**config.mk**
```make
export PLATFORM = sky130hd
export DESIGN_NAME = cst_clock_sources
export DESIGN_NICKNAME = d
export VERILOG_FILES = /design/src/hdl/cst_pkg.sv /design/src/hdl/cst_clock_sources.sv
export VERILOG_INCLUDE_DIRS = /design/src /design/src/hdl
export SDC_FILE = /design/constraint.sdc
export NUM_CORES = 2
export LEC_CHECK = 0
export ABC_AREA = 1
export BUFFER_PORTS_ARGS = -buffer_cell sky130_fd_sc_hd__buf_2
export CAP_MARGIN = 20
export CORE_ASPECT_RATIO = 1.2
export CORE_MARGIN = 10
export CORE_UTILIZATION = 65
export DETAILED_ROUTE_END_ITERATION = 8
export HOLD_SLACK_MARGIN = 0.08
export PLACE_DENSITY = 0.93
export SLEW_MARGIN = 20
export SYNTH_ARGS = -nofsm -noshare
export SYNTH_HDL_FRONTEND = slang
export SYNTH_SLANG_ARGS = --single-unit
```
**constraint.sdc**
```tcl
create_clock -name core_clk_i -period 5.6 [get_ports core_clk_i]
set_input_delay 0.84 -clock core_clk_i [delete_from_list [all_inputs] [get_ports core_clk_i]]
set_output_delay 0.84 -clock core_clk_i [all_outputs]
set_load 0.1 [all_outputs]
```
**src/hdl/cst_consts.svh**
```systemverilog
// Purpose: constants of the clock source and periodic counter block
// Assumes: core clock of 25 MHz
// Notes:   counts derived from times live in the top module
`ifndef CST_CONSTS_SVH
`define CST_CONSTS_SVH

// core clock rate and pll lock bound
`define CST_CORE_MHZ        25
`define CST_PLL_LOCK_US     250

// divider count, digital divider count, divider width
`define CST_NUM_DIV         13
`define CST_NUM_DIG_DIV     8
`define CST_DIV_W           16
`define CST_DIV_MIN         16'h0002

// synchronised input slots
`define CST_SYNC_W          17
`define CST_SLOT_IMO        0
`define CST_SLOT_FAST_XTAL  1
`define CST_SLOT_ROUTED     2
`define CST_SLOT_PLL        3
`define CST_SLOT_DOUBLER    4
`define CST_SLOT_FAST_LP    5
`define CST_SLOT_WATCH      6
`define CST_SLOT_SLOW_TICK  7
`define CST_SLOT_ROUTED_DIV 8
`define CST_SLOT_USB_SOF    16

// source selection codes of the pll output and the alternate input
`define CST_SEL_PLL         3'h3
`define CST_SEL_ALT         3'h7

// pll divider limits: 16 input settings times 252 feedback settings
`define CST_PLL_FB_MIN      8'h04

// internal main oscillator ranges and trim
`define CST_IMO_RANGES      6
`define CST_IMO_SEL_RESET   3'h2
`define CST_TRIM_W          8
`define CST_USB_EXPECT      16'h5DC0

// counters
`define CST_SPC_W           13
`define CST_FPC_W           5
`define CST_THIRD_LAST      2'h2
`define CST_WATCH_LAST      15'h7FFF

`endif

```
**src/hdl/cst_pkg.sv**
```systemverilog
// Purpose: types of the clock source and periodic counter block
// Assumes: constants come from cst_consts.svh
// Notes:   whole block state is one packed struct
`include "cst_consts.svh"

package cst_pkg;

  typedef logic [`CST_DIV_W-1:0]  cst_div_t;
  typedef logic [2:0]             cst_sel_t;
  typedef logic [`CST_TRIM_W-1:0] cst_trim_t;

  typedef struct packed {
    logic [`CST_SYNC_W-1:0]              s1;
    logic [`CST_SYNC_W-1:0]              s2;
    logic [`CST_SYNC_W-1:0]              s3;
    logic [`CST_NUM_DIV-1:0][`CST_DIV_W-1:0] dcnt;
    logic [`CST_NUM_DIV-1:0][`CST_DIV_W-1:0] ddiv;
    logic [`CST_NUM_DIV-1:0][2:0]        dsel;
    logic [`CST_NUM_DIV-1:0]             dout;
    logic [15:0]                         pll_cnt;
    logic [14:0]                         pll_cfg;
    logic                                pll_locked;
    logic                                pll_lock_evt;
    logic                                pll_ref;
    logic                                pll_cfg_ok;
    logic                                dbl_ref;
    cst_sel_t                            imo_sel;
    cst_trim_t                           imo_off;
    cst_trim_t                           imo_trim;
    logic [15:0]                         imo_cnt;
    logic [1:0]                          third_cnt;
    logic                                third_clk;
    logic [`CST_SPC_W-1:0]               spc;
    logic                                spc_wake;
    logic                                spc_irq;
    logic [`CST_FPC_W-1:0]               fpc;
    logic                                fpc_irq;
    logic [14:0]                         sec_cnt;
    logic                                sec_evt;
  } cst_state_s;

endpackage : cst_pkg

```
**src/hdl/cst_clock_sources.sv**
```systemverilog
// Purpose: clock source control, thirteen glitch-free dividers, pll lock
//          tracking and the slow and fast periodic counters
// Assumes: every oscillator arrives as a pin level, sampled on core_clk_i
// Notes:   dividers count rising edges of their source seen at 25 MHz
//
// What this block does
// - seven clock sources feed all dividers
// - main oscillator six ranges, own trims
// - main oscillator trims itself to usb frames
// - doubler output is twice its input
// - doubler input from three sources
// - pll reference from three sources
// - pll dividers give 4032 ratios
// - pll lock within 250 us, pollable
// - pll reference used by the bus divider until lock done
// - pll lock event routable to interrupt
// - low speed oscillator gives three clocks
// - third clock is 100 kHz over three
// - slow counter 13 bits on 1 kHz
// - slow counter stops in hibernate, debug halt
// - software write clears slow counter
// - slow counter periodic wakeups, optional interrupt
// - fast counter 5 bits, programmable terminal
// - fast counter wraps at terminal count
// - fast counter interrupt at terminal count
// - watch crystal gives one-second event
// - eight digital, four analog, one bus divider
// - eight extra routed clocks, one per digital divider
// - eight-input mux, divide by two up
// - cpu clock is bus clock from system
`timescale 1ns/10ps
`default_nettype none
`include "cst_consts.svh"

module cst_clock_sources #(
  parameter int PLL_LOCK_CYCLES = `CST_PLL_LOCK_US * `CST_CORE_MHZ
) (
  input  wire logic                                  core_clk_i,
  input  wire logic                                  arst_n_i,
  // oscillator and routed clock pins
  input  wire logic                                  internal_main_osc_i,
  input  wire logic                                  fast_crystal_osc_i,
  input  wire logic                                  routed_clk_i,
  input  wire logic                                  pll_clk_i,
  input  wire logic                                  doubler_clk_i,
  input  wire logic                                  fast_low_power_clock_i,
  input  wire logic                                  slow_tick_clock_i,
  input  wire logic                                  watch_crystal_osc_i,
  input  wire logic [`CST_NUM_DIG_DIV-1:0]           routed_div_clk_i,
  input  wire logic                                  usb_sof_i,
  // dividers
  input  wire logic [`CST_NUM_DIV-2:0][2:0]          div_sel_i,
  input  wire logic [`CST_NUM_DIV-1:0][`CST_DIV_W-1:0] div_val_i,
  input  wire cst_pkg::cst_sel_t                     sys_src_sel_i,
  output logic [`CST_NUM_DIV-1:0]                    div_clk_o,
  output logic                                       cpu_clk_o,
  // pll
  input  wire logic                                  pll_enable_i,
  input  wire logic [1:0]                            pll_ref_sel_i,
  input  wire logic [3:0]                            pll_in_div_i,
  input  wire logic [7:0]                            pll_fb_div_i,
  output logic                                       pll_ref_clk_o,
  output logic                                       pll_ratio_ok_o,
  output logic                                       pll_locked_o,
  output logic                                       pll_lock_event_o,
  // doubler
  input  wire logic [1:0]                            doubler_sel_i,
  output logic                                       doubler_ref_clk_o,
  // internal main oscillator
  input  wire cst_pkg::cst_sel_t                     imo_range_sel_i,
  input  wire logic [`CST_IMO_RANGES*`CST_TRIM_W-1:0] imo_factory_trim_i,
  input  wire logic                                  imo_usb_lock_i,
  output cst_pkg::cst_sel_t                          imo_range_o,
  output cst_pkg::cst_trim_t                         imo_trim_o,
  // low speed clocks and counters
  output logic                                       divided_third_clock_o,
  input  wire logic                                  hibernate_i,
  input  wire logic                                  debug_halt_i,
  input  wire logic                                  spc_clear_i,
  input  wire logic                                  spc_wake_en_i,
  input  wire logic                                  spc_irq_en_i,
  input  wire logic [3:0]                            spc_wake_sel_i,
  output logic [`CST_SPC_W-1:0]                      slow_periodic_counter_o,
  output logic                                       spc_wake_o,
  output logic                                       spc_irq_o,
  input  wire logic [`CST_FPC_W-1:0]                 fpc_terminal_i,
  input  wire logic                                  fpc_irq_en_i,
  output logic [`CST_FPC_W-1:0]                      fast_periodic_counter_o,
  output logic                                       fpc_irq_o,
  output logic                                       one_second_o
);
  import cst_pkg::*;

  cst_state_s             r;
  cst_state_s             n;
  logic [`CST_SYNC_W-1:0] raw;
  logic [`CST_SYNC_W-1:0] rise;
  cst_sel_t               sys_eff;

  assign raw = {usb_sof_i, routed_div_clk_i, slow_tick_clock_i, watch_crystal_osc_i,
                fast_low_power_clock_i, doubler_clk_i, pll_clk_i, routed_clk_i,
                fast_crystal_osc_i, internal_main_osc_i};
  // edges read stages two and three only
  assign rise = r.s2 & ~r.s3;

  // pll output only once locked, else its reference stands in
  always_comb begin
    if (sys_src_sel_i == `CST_SEL_PLL && !r.pll_locked) begin
      // reference code 3 means the main oscillator, never the pll itself
      sys_eff = (pll_ref_sel_i == 2'h3) ? 3'(`CST_SLOT_IMO) : {1'b0, pll_ref_sel_i};
    end else begin
      sys_eff = sys_src_sel_i;
    end
  end

  always_comb begin
    cst_div_t               lim;
    cst_sel_t               sel_in;
    logic                   tick;
    logic [14:0]            cfg;
    logic [`CST_SPC_W-1:0]  spc_nxt;
    logic [`CST_SPC_W-1:0]  mask;
    logic                   adv;
    logic [2:0]             dsel_src;
    lim      = `CST_DIV_MIN;
    sel_in   = '0;
    tick     = 1'b0;
    cfg      = '0;
    spc_nxt  = '0;
    mask     = '0;
    adv      = 1'b0;
    dsel_src = '0;
    n = r;
    n.s1 = raw;
    n.s2 = r.s1;
    n.s3 = r.s2;
    n.pll_lock_evt = 1'b0;
    n.spc_wake = 1'b0;
    n.spc_irq = 1'b0;
    n.fpc_irq = 1'b0;
    n.sec_evt = 1'b0;

    // dividers: 0..7 digital, 8..11 analog, 12 bus
    for (int i = 0; i < `CST_NUM_DIV; i++) begin
      sel_in = (i == `CST_NUM_DIV - 1) ? sys_eff : div_sel_i[i];
      dsel_src = r.dsel[i];
      if (dsel_src == `CST_SEL_ALT) begin
        tick = (i < `CST_NUM_DIG_DIV) ? rise[`CST_SLOT_ROUTED_DIV + i]
                                      : rise[`CST_SLOT_SLOW_TICK];
      end else begin
        tick = rise[dsel_src];
      end
      lim = (r.ddiv[i] < `CST_DIV_MIN) ? `CST_DIV_MIN : r.ddiv[i];
      if (tick) begin
        if (r.dcnt[i] >= lim - `CST_DIV_MIN + 16'h0001) begin
          n.dcnt[i] = '0;
          // new source and ratio only at a period boundary
          n.dsel[i] = sel_in;
          n.ddiv[i] = div_val_i[i];
        end else begin
          n.dcnt[i] = r.dcnt[i] + 16'h0001;
        end
      end
      n.dout[i] = r.dcnt[i] < (lim >> 1);
    end

    // pll configuration and lock tracking
    cfg = {pll_enable_i, pll_ref_sel_i, pll_in_div_i, pll_fb_div_i};
    n.pll_cfg = cfg;
    n.pll_cfg_ok = (pll_fb_div_i >= `CST_PLL_FB_MIN);
    n.pll_ref = (pll_ref_sel_i == 2'h3) ? r.s2[`CST_SLOT_IMO] : r.s2[pll_ref_sel_i];
    if (!pll_enable_i || cfg != r.pll_cfg || !n.pll_cfg_ok) begin
      n.pll_cnt = '0;
      n.pll_locked = 1'b0;
    end else if (!r.pll_locked) begin
      if (32'(r.pll_cnt) >= PLL_LOCK_CYCLES - 1) begin
        n.pll_locked = 1'b1;
        n.pll_lock_evt = 1'b1;
      end else begin
        n.pll_cnt = r.pll_cnt + 16'h0001;
      end
    end

    // doubler reference; the doubled clock itself returns on doubler_clk_i
    n.dbl_ref = (doubler_sel_i == 2'h3) ? r.s2[`CST_SLOT_IMO] : r.s2[doubler_sel_i];

    // main oscillator range and trim
    if (imo_range_sel_i < 3'(`CST_IMO_RANGES)) begin
      n.imo_sel = imo_range_sel_i;
    end
    if (rise[`CST_SLOT_IMO]) begin
      n.imo_cnt = r.imo_cnt + 16'h0001;
    end
    if (!imo_usb_lock_i) begin
      n.imo_off = '0;
    end else if (rise[`CST_SLOT_USB_SOF]) begin
      n.imo_cnt = '0;
      // nudge trim one step per frame toward the expected edge count
      if (r.imo_cnt > `CST_USB_EXPECT && r.imo_off != 8'h80) begin
        n.imo_off = r.imo_off - 8'h01;
      end else if (r.imo_cnt < `CST_USB_EXPECT && r.imo_off != 8'h7F) begin
        n.imo_off = r.imo_off + 8'h01;
      end
    end
    n.imo_trim = imo_factory_trim_i[r.imo_sel*`CST_TRIM_W +: `CST_TRIM_W] + r.imo_off;

    // one third of the fast low power clock
    if (rise[`CST_SLOT_FAST_LP]) begin
      n.third_cnt = (r.third_cnt == `CST_THIRD_LAST) ? 2'h0 : r.third_cnt + 2'h1;
    end
    n.third_clk = (r.third_cnt == 2'h0);

    // slow periodic counter
    adv = rise[`CST_SLOT_SLOW_TICK] && !hibernate_i && !debug_halt_i;
    spc_nxt = r.spc + 13'h0001;
    mask = 13'((14'h0002 << spc_wake_sel_i) - 14'h0001);
    if (spc_clear_i) begin
      n.spc = '0;
    end else if (adv) begin
      n.spc = spc_nxt;
      if (spc_wake_en_i && (spc_nxt & mask) == 13'h0000) begin
        n.spc_wake = 1'b1;
        n.spc_irq = spc_irq_en_i;
      end
    end

    // fast periodic counter
    if (rise[`CST_SLOT_FAST_LP]) begin
      if (r.fpc >= fpc_terminal_i) begin
        n.fpc = '0;
        n.fpc_irq = fpc_irq_en_i;
      end else begin
        n.fpc = r.fpc + 5'h01;
      end
    end

    // one-second event from the watch crystal
    if (rise[`CST_SLOT_WATCH]) begin
      if (r.sec_cnt == `CST_WATCH_LAST) begin
        n.sec_cnt = '0;
        n.sec_evt = 1'b1;
      end else begin
        n.sec_cnt = r.sec_cnt + 15'h0001;
      end
    end
  end

  always_ff @(posedge core_clk_i or negedge arst_n_i) begin
    if (!arst_n_i) begin
      r <= '0;
      r.ddiv <= {`CST_NUM_DIV{`CST_DIV_MIN}};
      r.imo_sel <= `CST_IMO_SEL_RESET;
    end else begin
      r <= n;
    end
  end

  assign div_clk_o = r.dout;
  assign cpu_clk_o = r.dout[`CST_NUM_DIV-1];
  assign pll_ref_clk_o = r.pll_ref;
  assign pll_ratio_ok_o = r.pll_cfg_ok;
  assign pll_locked_o = r.pll_locked;
  assign pll_lock_event_o = r.pll_lock_evt;
  assign doubler_ref_clk_o = r.dbl_ref;
  assign imo_range_o = r.imo_sel;
  assign imo_trim_o = r.imo_trim;
  assign divided_third_clock_o = r.third_clk;
  assign slow_periodic_counter_o = r.spc;
  assign spc_wake_o = r.spc_wake;
  assign spc_irq_o = r.spc_irq;
  assign fast_periodic_counter_o = r.fpc;
  assign fpc_irq_o = r.fpc_irq;
  assign one_second_o = r.sec_evt;

endmodule : cst_clock_sources
`default_nettype wire

```
==> out/results.env <==
OUTCOME='finished clean'
GRT_SETUP_UNREPAIRED='no'
P_LEAK_nW=24.8
YOSYS-TOP-CELLS-AREA='sky130_fd_sc_hd__dfrtp_1 36%, sky130_fd_sc_hd__ha_1 13%, sky130_fd_sc_hd__nand2_1 11%'
SYNTH_AREA_PER_CELL_UM2=7.68
STARTPOINT_TYPES='register'
WORST_SETUP_PATH_END_KIND='register'
IRDROPWORSTVDD_uV=287
DIE_AREA_UM2=77200
CLOCK_PIN_SLEW_ON_THE_WORST_SETUP_AND_HOLD_PATHS_NS=0.06
BUFFER_PORTS.INSERTED=402
FLOORPLAN.INITIALDENSITY=0.656
CTS_POST_SETUP_BUFFERS_INSERTED=0
FINAL_ANTENNA_NET_COUNT=0
POWER_PER_CELL_AREA_nW_PER_UM2=250
HOLD_VIOL=0
WORST_R2R_PATH_DEPTH=22
TIMING.FINAL.CRIT_SHARE=0.862
ROW_COUNT=103
WORSTPATHARRIVAL_NS=5.33
VIA_DENSITY=5.79
HTREEDEPTH=3
SHORTEST_CLOCK_PERIOD_THE_WORST_PATH_ALLOWS_AFTER_LAYOUT_NS=4.83
GLOBALROUTE.TOTALOVERFLOW=0
POSTLAYOUTCOREUTIL=0.731
CRIT-REG2REG-CAPTURE='r[338]'
YOSYS_WARNINGS=0
GRT_MAX_DEGREE=142
DRT-PASS1-ITER-COUNT=7
TOTAL_NEGATIVE_SETUP_SLACK_NS=0
CRITPATHREQUIREDTIME_NS=6.10
SYN_INST=5622
FMAXACHIEVABLE_MHz=207
CLK_ROOT_BUFFER_CELL='sky130_fd_sc_hd__clkbuf_16'
SYNTH_ENABLE_FLOP_CELLS=0
BOUNDARYPINS=403
DESIGN.CORE.AREA_UM2=65900
NUMBER_OF_SINKS_DRIVEN_BY_THE_CLOCK_TREE=630
POST_ROUTE_CELLS_DRIVE_ABOVE_1_SHARE=0.109
DIE_HEIGHT_UM=302
VIAS=40165
START_OF_THE_WORST_REGISTER_TO_REGISTER_PATH='r[327]'
PLACE_HPWL_UM=85800
DIE_W_UM=255
GRT_FIRST_PASS_WIRELENGTH_UM=192000
TIMING_WORST_SLEW_PIN_VALUE_NS=0.842
SYN_NETS=6417
NUMBER_OF_BUFFERS_INSERTED_DURING_CLOCK_TREE_SYNTHESIS=68
ASR_FLOP_RATIO_SYNTH=1.00
LAYOUT.FILLER_CELLS=4699
YOSYS.AREA.TOP_TYPE_SHARE=0.357
AVGROUTEDWIREPERCELL_UM=16.8
TIMING_MAX_TRANSITION_VIOLATIONS_FINAL=0
CTS_HOLD_BUFFERS=0
VIAS_IN_THE_FIRST_GLOBAL_ROUTE=40074
SYNTH_CELL_TYPE_COUNT=54
MAX-CLOCK-PATH-BUFFERS=3
INITIALDRTVIOLATIONCOUNT=3511
SYNTH.YOSYS.SEQ_AREA_SHARE=0.365
WORSTSKEWPAIRLATENCY_NS=0.61
SYN_TO_FINAL_GROWTH_PCT=11.4
R2R_SETUP_SLACK_NS=0.77
HOLD_PATH_CLASS='in2async'
WORSTPATHMAXFANOUT=43
GRT_ANTENNA_BEFORE_REPAIR=18
CAP_VIOL_MAX_COUNT=0
SEQUENTIAL_CELL_AREA_UM2=15800
SYN-CELL-AREA_UM2=43200
SYNTH_FF_TYPE='sky130_fd_sc_hd__dfrtp_1'
POSTCTSRESIZEDCELLS=0
GRT_USE_TOTAL=0.294
DESIGN.FINAL.NETS=6770
WORSTSETUPPATHTYPE='reg2reg'
TIMING.SLEW.HEADROOM=0.437
REPLACE_CONGESTION=0.947
TRITONCTS='yes'
SYNTH_AREA_LEADER_CELL='sky130_fd_sc_hd__dfrtp_1'
WORST_CLOCK_SKEW_NS=0.0340
MULTI_INPUT_AREA_UM2=23700
SYNTH-SEQ-CELLS=630
DRCVIOLATIONCOUNT=0
FINAL-SETUP-VIOL-COUNT=0
WIRELENGTH_UM=116000
sequential cells by signal, summed over array words and instances (netlist names), 3 cells and up:
| signal | cells |
|---|---|
| slow_periodic_counter_o | 13 |
| imo_range_o | 3 |
| imo_trim_o | 8 |
| r | 544 |
| n | 34 |
| div_clk_o | 13 |
| fast_periodic_counter_o | 5 |
logic make-up after synthesis:
logic type,count (synthesis),share of synthesized area
buffers and inverters,911,0.0868
xor gates and xnor gates,281,0.0570
and+or+nand+nor,2453,0.248
AOI/OAI and AO/OA,902,0.113
DFF,630,0.365
adders and majority gates,445,0.129
synth_stat cells (3+ instances only):
library cell               instances
sky130_fd_sc_hd__nor2_4            7
sky130_fd_sc_hd__o21ai_0         400
sky130_fd_sc_hd__nor2_2           13
sky130_fd_sc_hd__inv_2            24
sky130_fd_sc_hd__nor4_2            4
sky130_fd_sc_hd__nor3b_1           3
sky130_fd_sc_hd__a211oi_1         25
sky130_fd_sc_hd__o211ai_1         57
sky130_fd_sc_hd__nand4_1         119
sky130_fd_sc_hd__a31oi_1           5
sky130_fd_sc_hd__xnor2_1          25
sky130_fd_sc_hd__nand3_2           8
sky130_fd_sc_hd__clkbuf_1         14
sky130_fd_sc_hd__ha_1            443
sky130_fd_sc_hd__buf_6             6
sky130_fd_sc_hd__nor4_1           47
sky130_fd_sc_hd__dfstp_2          14
sky130_fd_sc_hd__dfrtp_1         616
sky130_fd_sc_hd__nand2_2          29
sky130_fd_sc_hd__nand3_1         244
sky130_fd_sc_hd__xor2_1          256
sky130_fd_sc_hd__o221ai_1          8
sky130_fd_sc_hd__o21ai_1          72
sky130_fd_sc_hd__a21o_1            3
sky130_fd_sc_hd__inv_1           758
sky130_fd_sc_hd__a21oi_1         281
sky130_fd_sc_hd__a21boi_0         16
sky130_fd_sc_hd__clkinv_1          3
sky130_fd_sc_hd__nor3_4            3
sky130_fd_sc_hd__nand2_4           4
sky130_fd_sc_hd__nand2_1        1227
sky130_fd_sc_hd__o22ai_1          18
sky130_fd_sc_hd__nand3b_1         20
sky130_fd_sc_hd__and3_1            9
sky130_fd_sc_hd__nor3_2           21
sky130_fd_sc_hd__nor2_1          502
sky130_fd_sc_hd__or2_2             5
sky130_fd_sc_hd__nor3_1          188
sky130_fd_sc_hd__buf_4            61
sky130_fd_sc_hd__buf_2            44
critical path: stages, from the launching register on:
cell,delay (ns)
sky130_fd_sc_hd__dfrtp_1,0.44
sky130_fd_sc_hd__nor2_1,0.14
sky130_fd_sc_hd__nand2_1,0.09
sky130_fd_sc_hd__nor3_1,0.23
sky130_fd_sc_hd__nand2_1,0.16
sky130_fd_sc_hd__nand2_1,0.11
sky130_fd_sc_hd__ha_1,0.19
sky130_fd_sc_hd__nand3_1,0.15
sky130_fd_sc_hd__nor3_1,0.40
sky130_fd_sc_hd__nand3_1,0.25
sky130_fd_sc_hd__nor2_1,0.21
sky130_fd_sc_hd__nand2_1,0.09
sky130_fd_sc_hd__xor2_1,0.19
sky130_fd_sc_hd__inv_1,0.07
sky130_fd_sc_hd__ha_1,0.30
sky130_fd_sc_hd__nand4_1,0.15
sky130_fd_sc_hd__nor3_1,0.21
sky130_fd_sc_hd__a21boi_0,0.12
sky130_fd_sc_hd__nand2_1,0.18
sky130_fd_sc_hd__nand2_2,0.16
sky130_fd_sc_hd__inv_2,0.54
sky130_fd_sc_hd__nand2_1,0.16
sky130_fd_sc_hd__o21ai_0,0.15
where the power goes:
group          internal, mW  total [mW]  switching [mW]
Combinational         0.596        1.83            1.23
Sequential             4.83        5.26           0.427
Clock                  2.96        4.92            1.96
Total                  8.39        12.0            3.62
worst max-delay path by stage:
stage	start	end	slack (ns)	depth (start not counted)
2_1_floorplan	r[310]	r[311]	2.09	25
3_3_place_gp	r[222]	r[215]	1.40	22
3_5_place_dp	r[222]	r[215]	1.13	22
4_1_cts	r[327]	r[338]	0.92	22
5_1_grt	r[327]	r[338]	0.41	22
6_report	r[327]	r[338]	0.77	22
metal layers:
metal / wire (um) / global-route usage / up-vias
met2: 58100 / 0.520 / 1605
met3: 8350 / 0.0561 / 422
li1: - / - / 19252
met5: 86 / 0 / -
met1: 44100 / 0.334 / 18872
met4: 5690 / 0.156 / 14
cell usage in the layout, fill, tap and decap left out, drive strengths merged, types with 4 or more instances in the layout:
master       n
o211ai      59
ha         443
a21oi      281
nand3b      20
nor3       212
nand2     1260
a31oi        5
xor2       256
bufinv      10
a21boi      16
or2          5
buf        408
clkinv      18
a211oi      25
dfrtp      616
diode       13
xnor2       25
nor2       522
o221ai       8
clkinvlp     4
inv        785
and3         9
nor4        51
clkbuf      95
nand3      252
o311ai       4
o22ai       18
o21ai      472
dfstp       14
nand4      119
per-stage QoR:
step,worst slack (ns),power (mW),hold slack (ns),area [um^2],std cells
3_5_place_dp,1.13,7.12,0.335,45600,6797
2_1_floorplan,2.09,6.47,0.331,43200,5622
3_3_place_gp,1.40,7.01,0.333,45600,6797
6_report,0.773,12.0,0.207,48100,6936
4_1_cts,0.915,12.1,0.208,48100,6923
5_1_grt,0.408,12.5,0.241,48100,6931
layout make-up:
type | count | area share
diodes | 13 | 0.000676
clock buffers | 95 | 0.0413
clock inverters | 31 | 0.00949
inverters | 786 | 0.0613
multi-input cells | 4081 | 0.492
flip-flops and latches | 630 | 0.328
well taps | 892 | 0.0232
repair buffers | 408 | 0.0443
(Power assumes the default switching activity.)
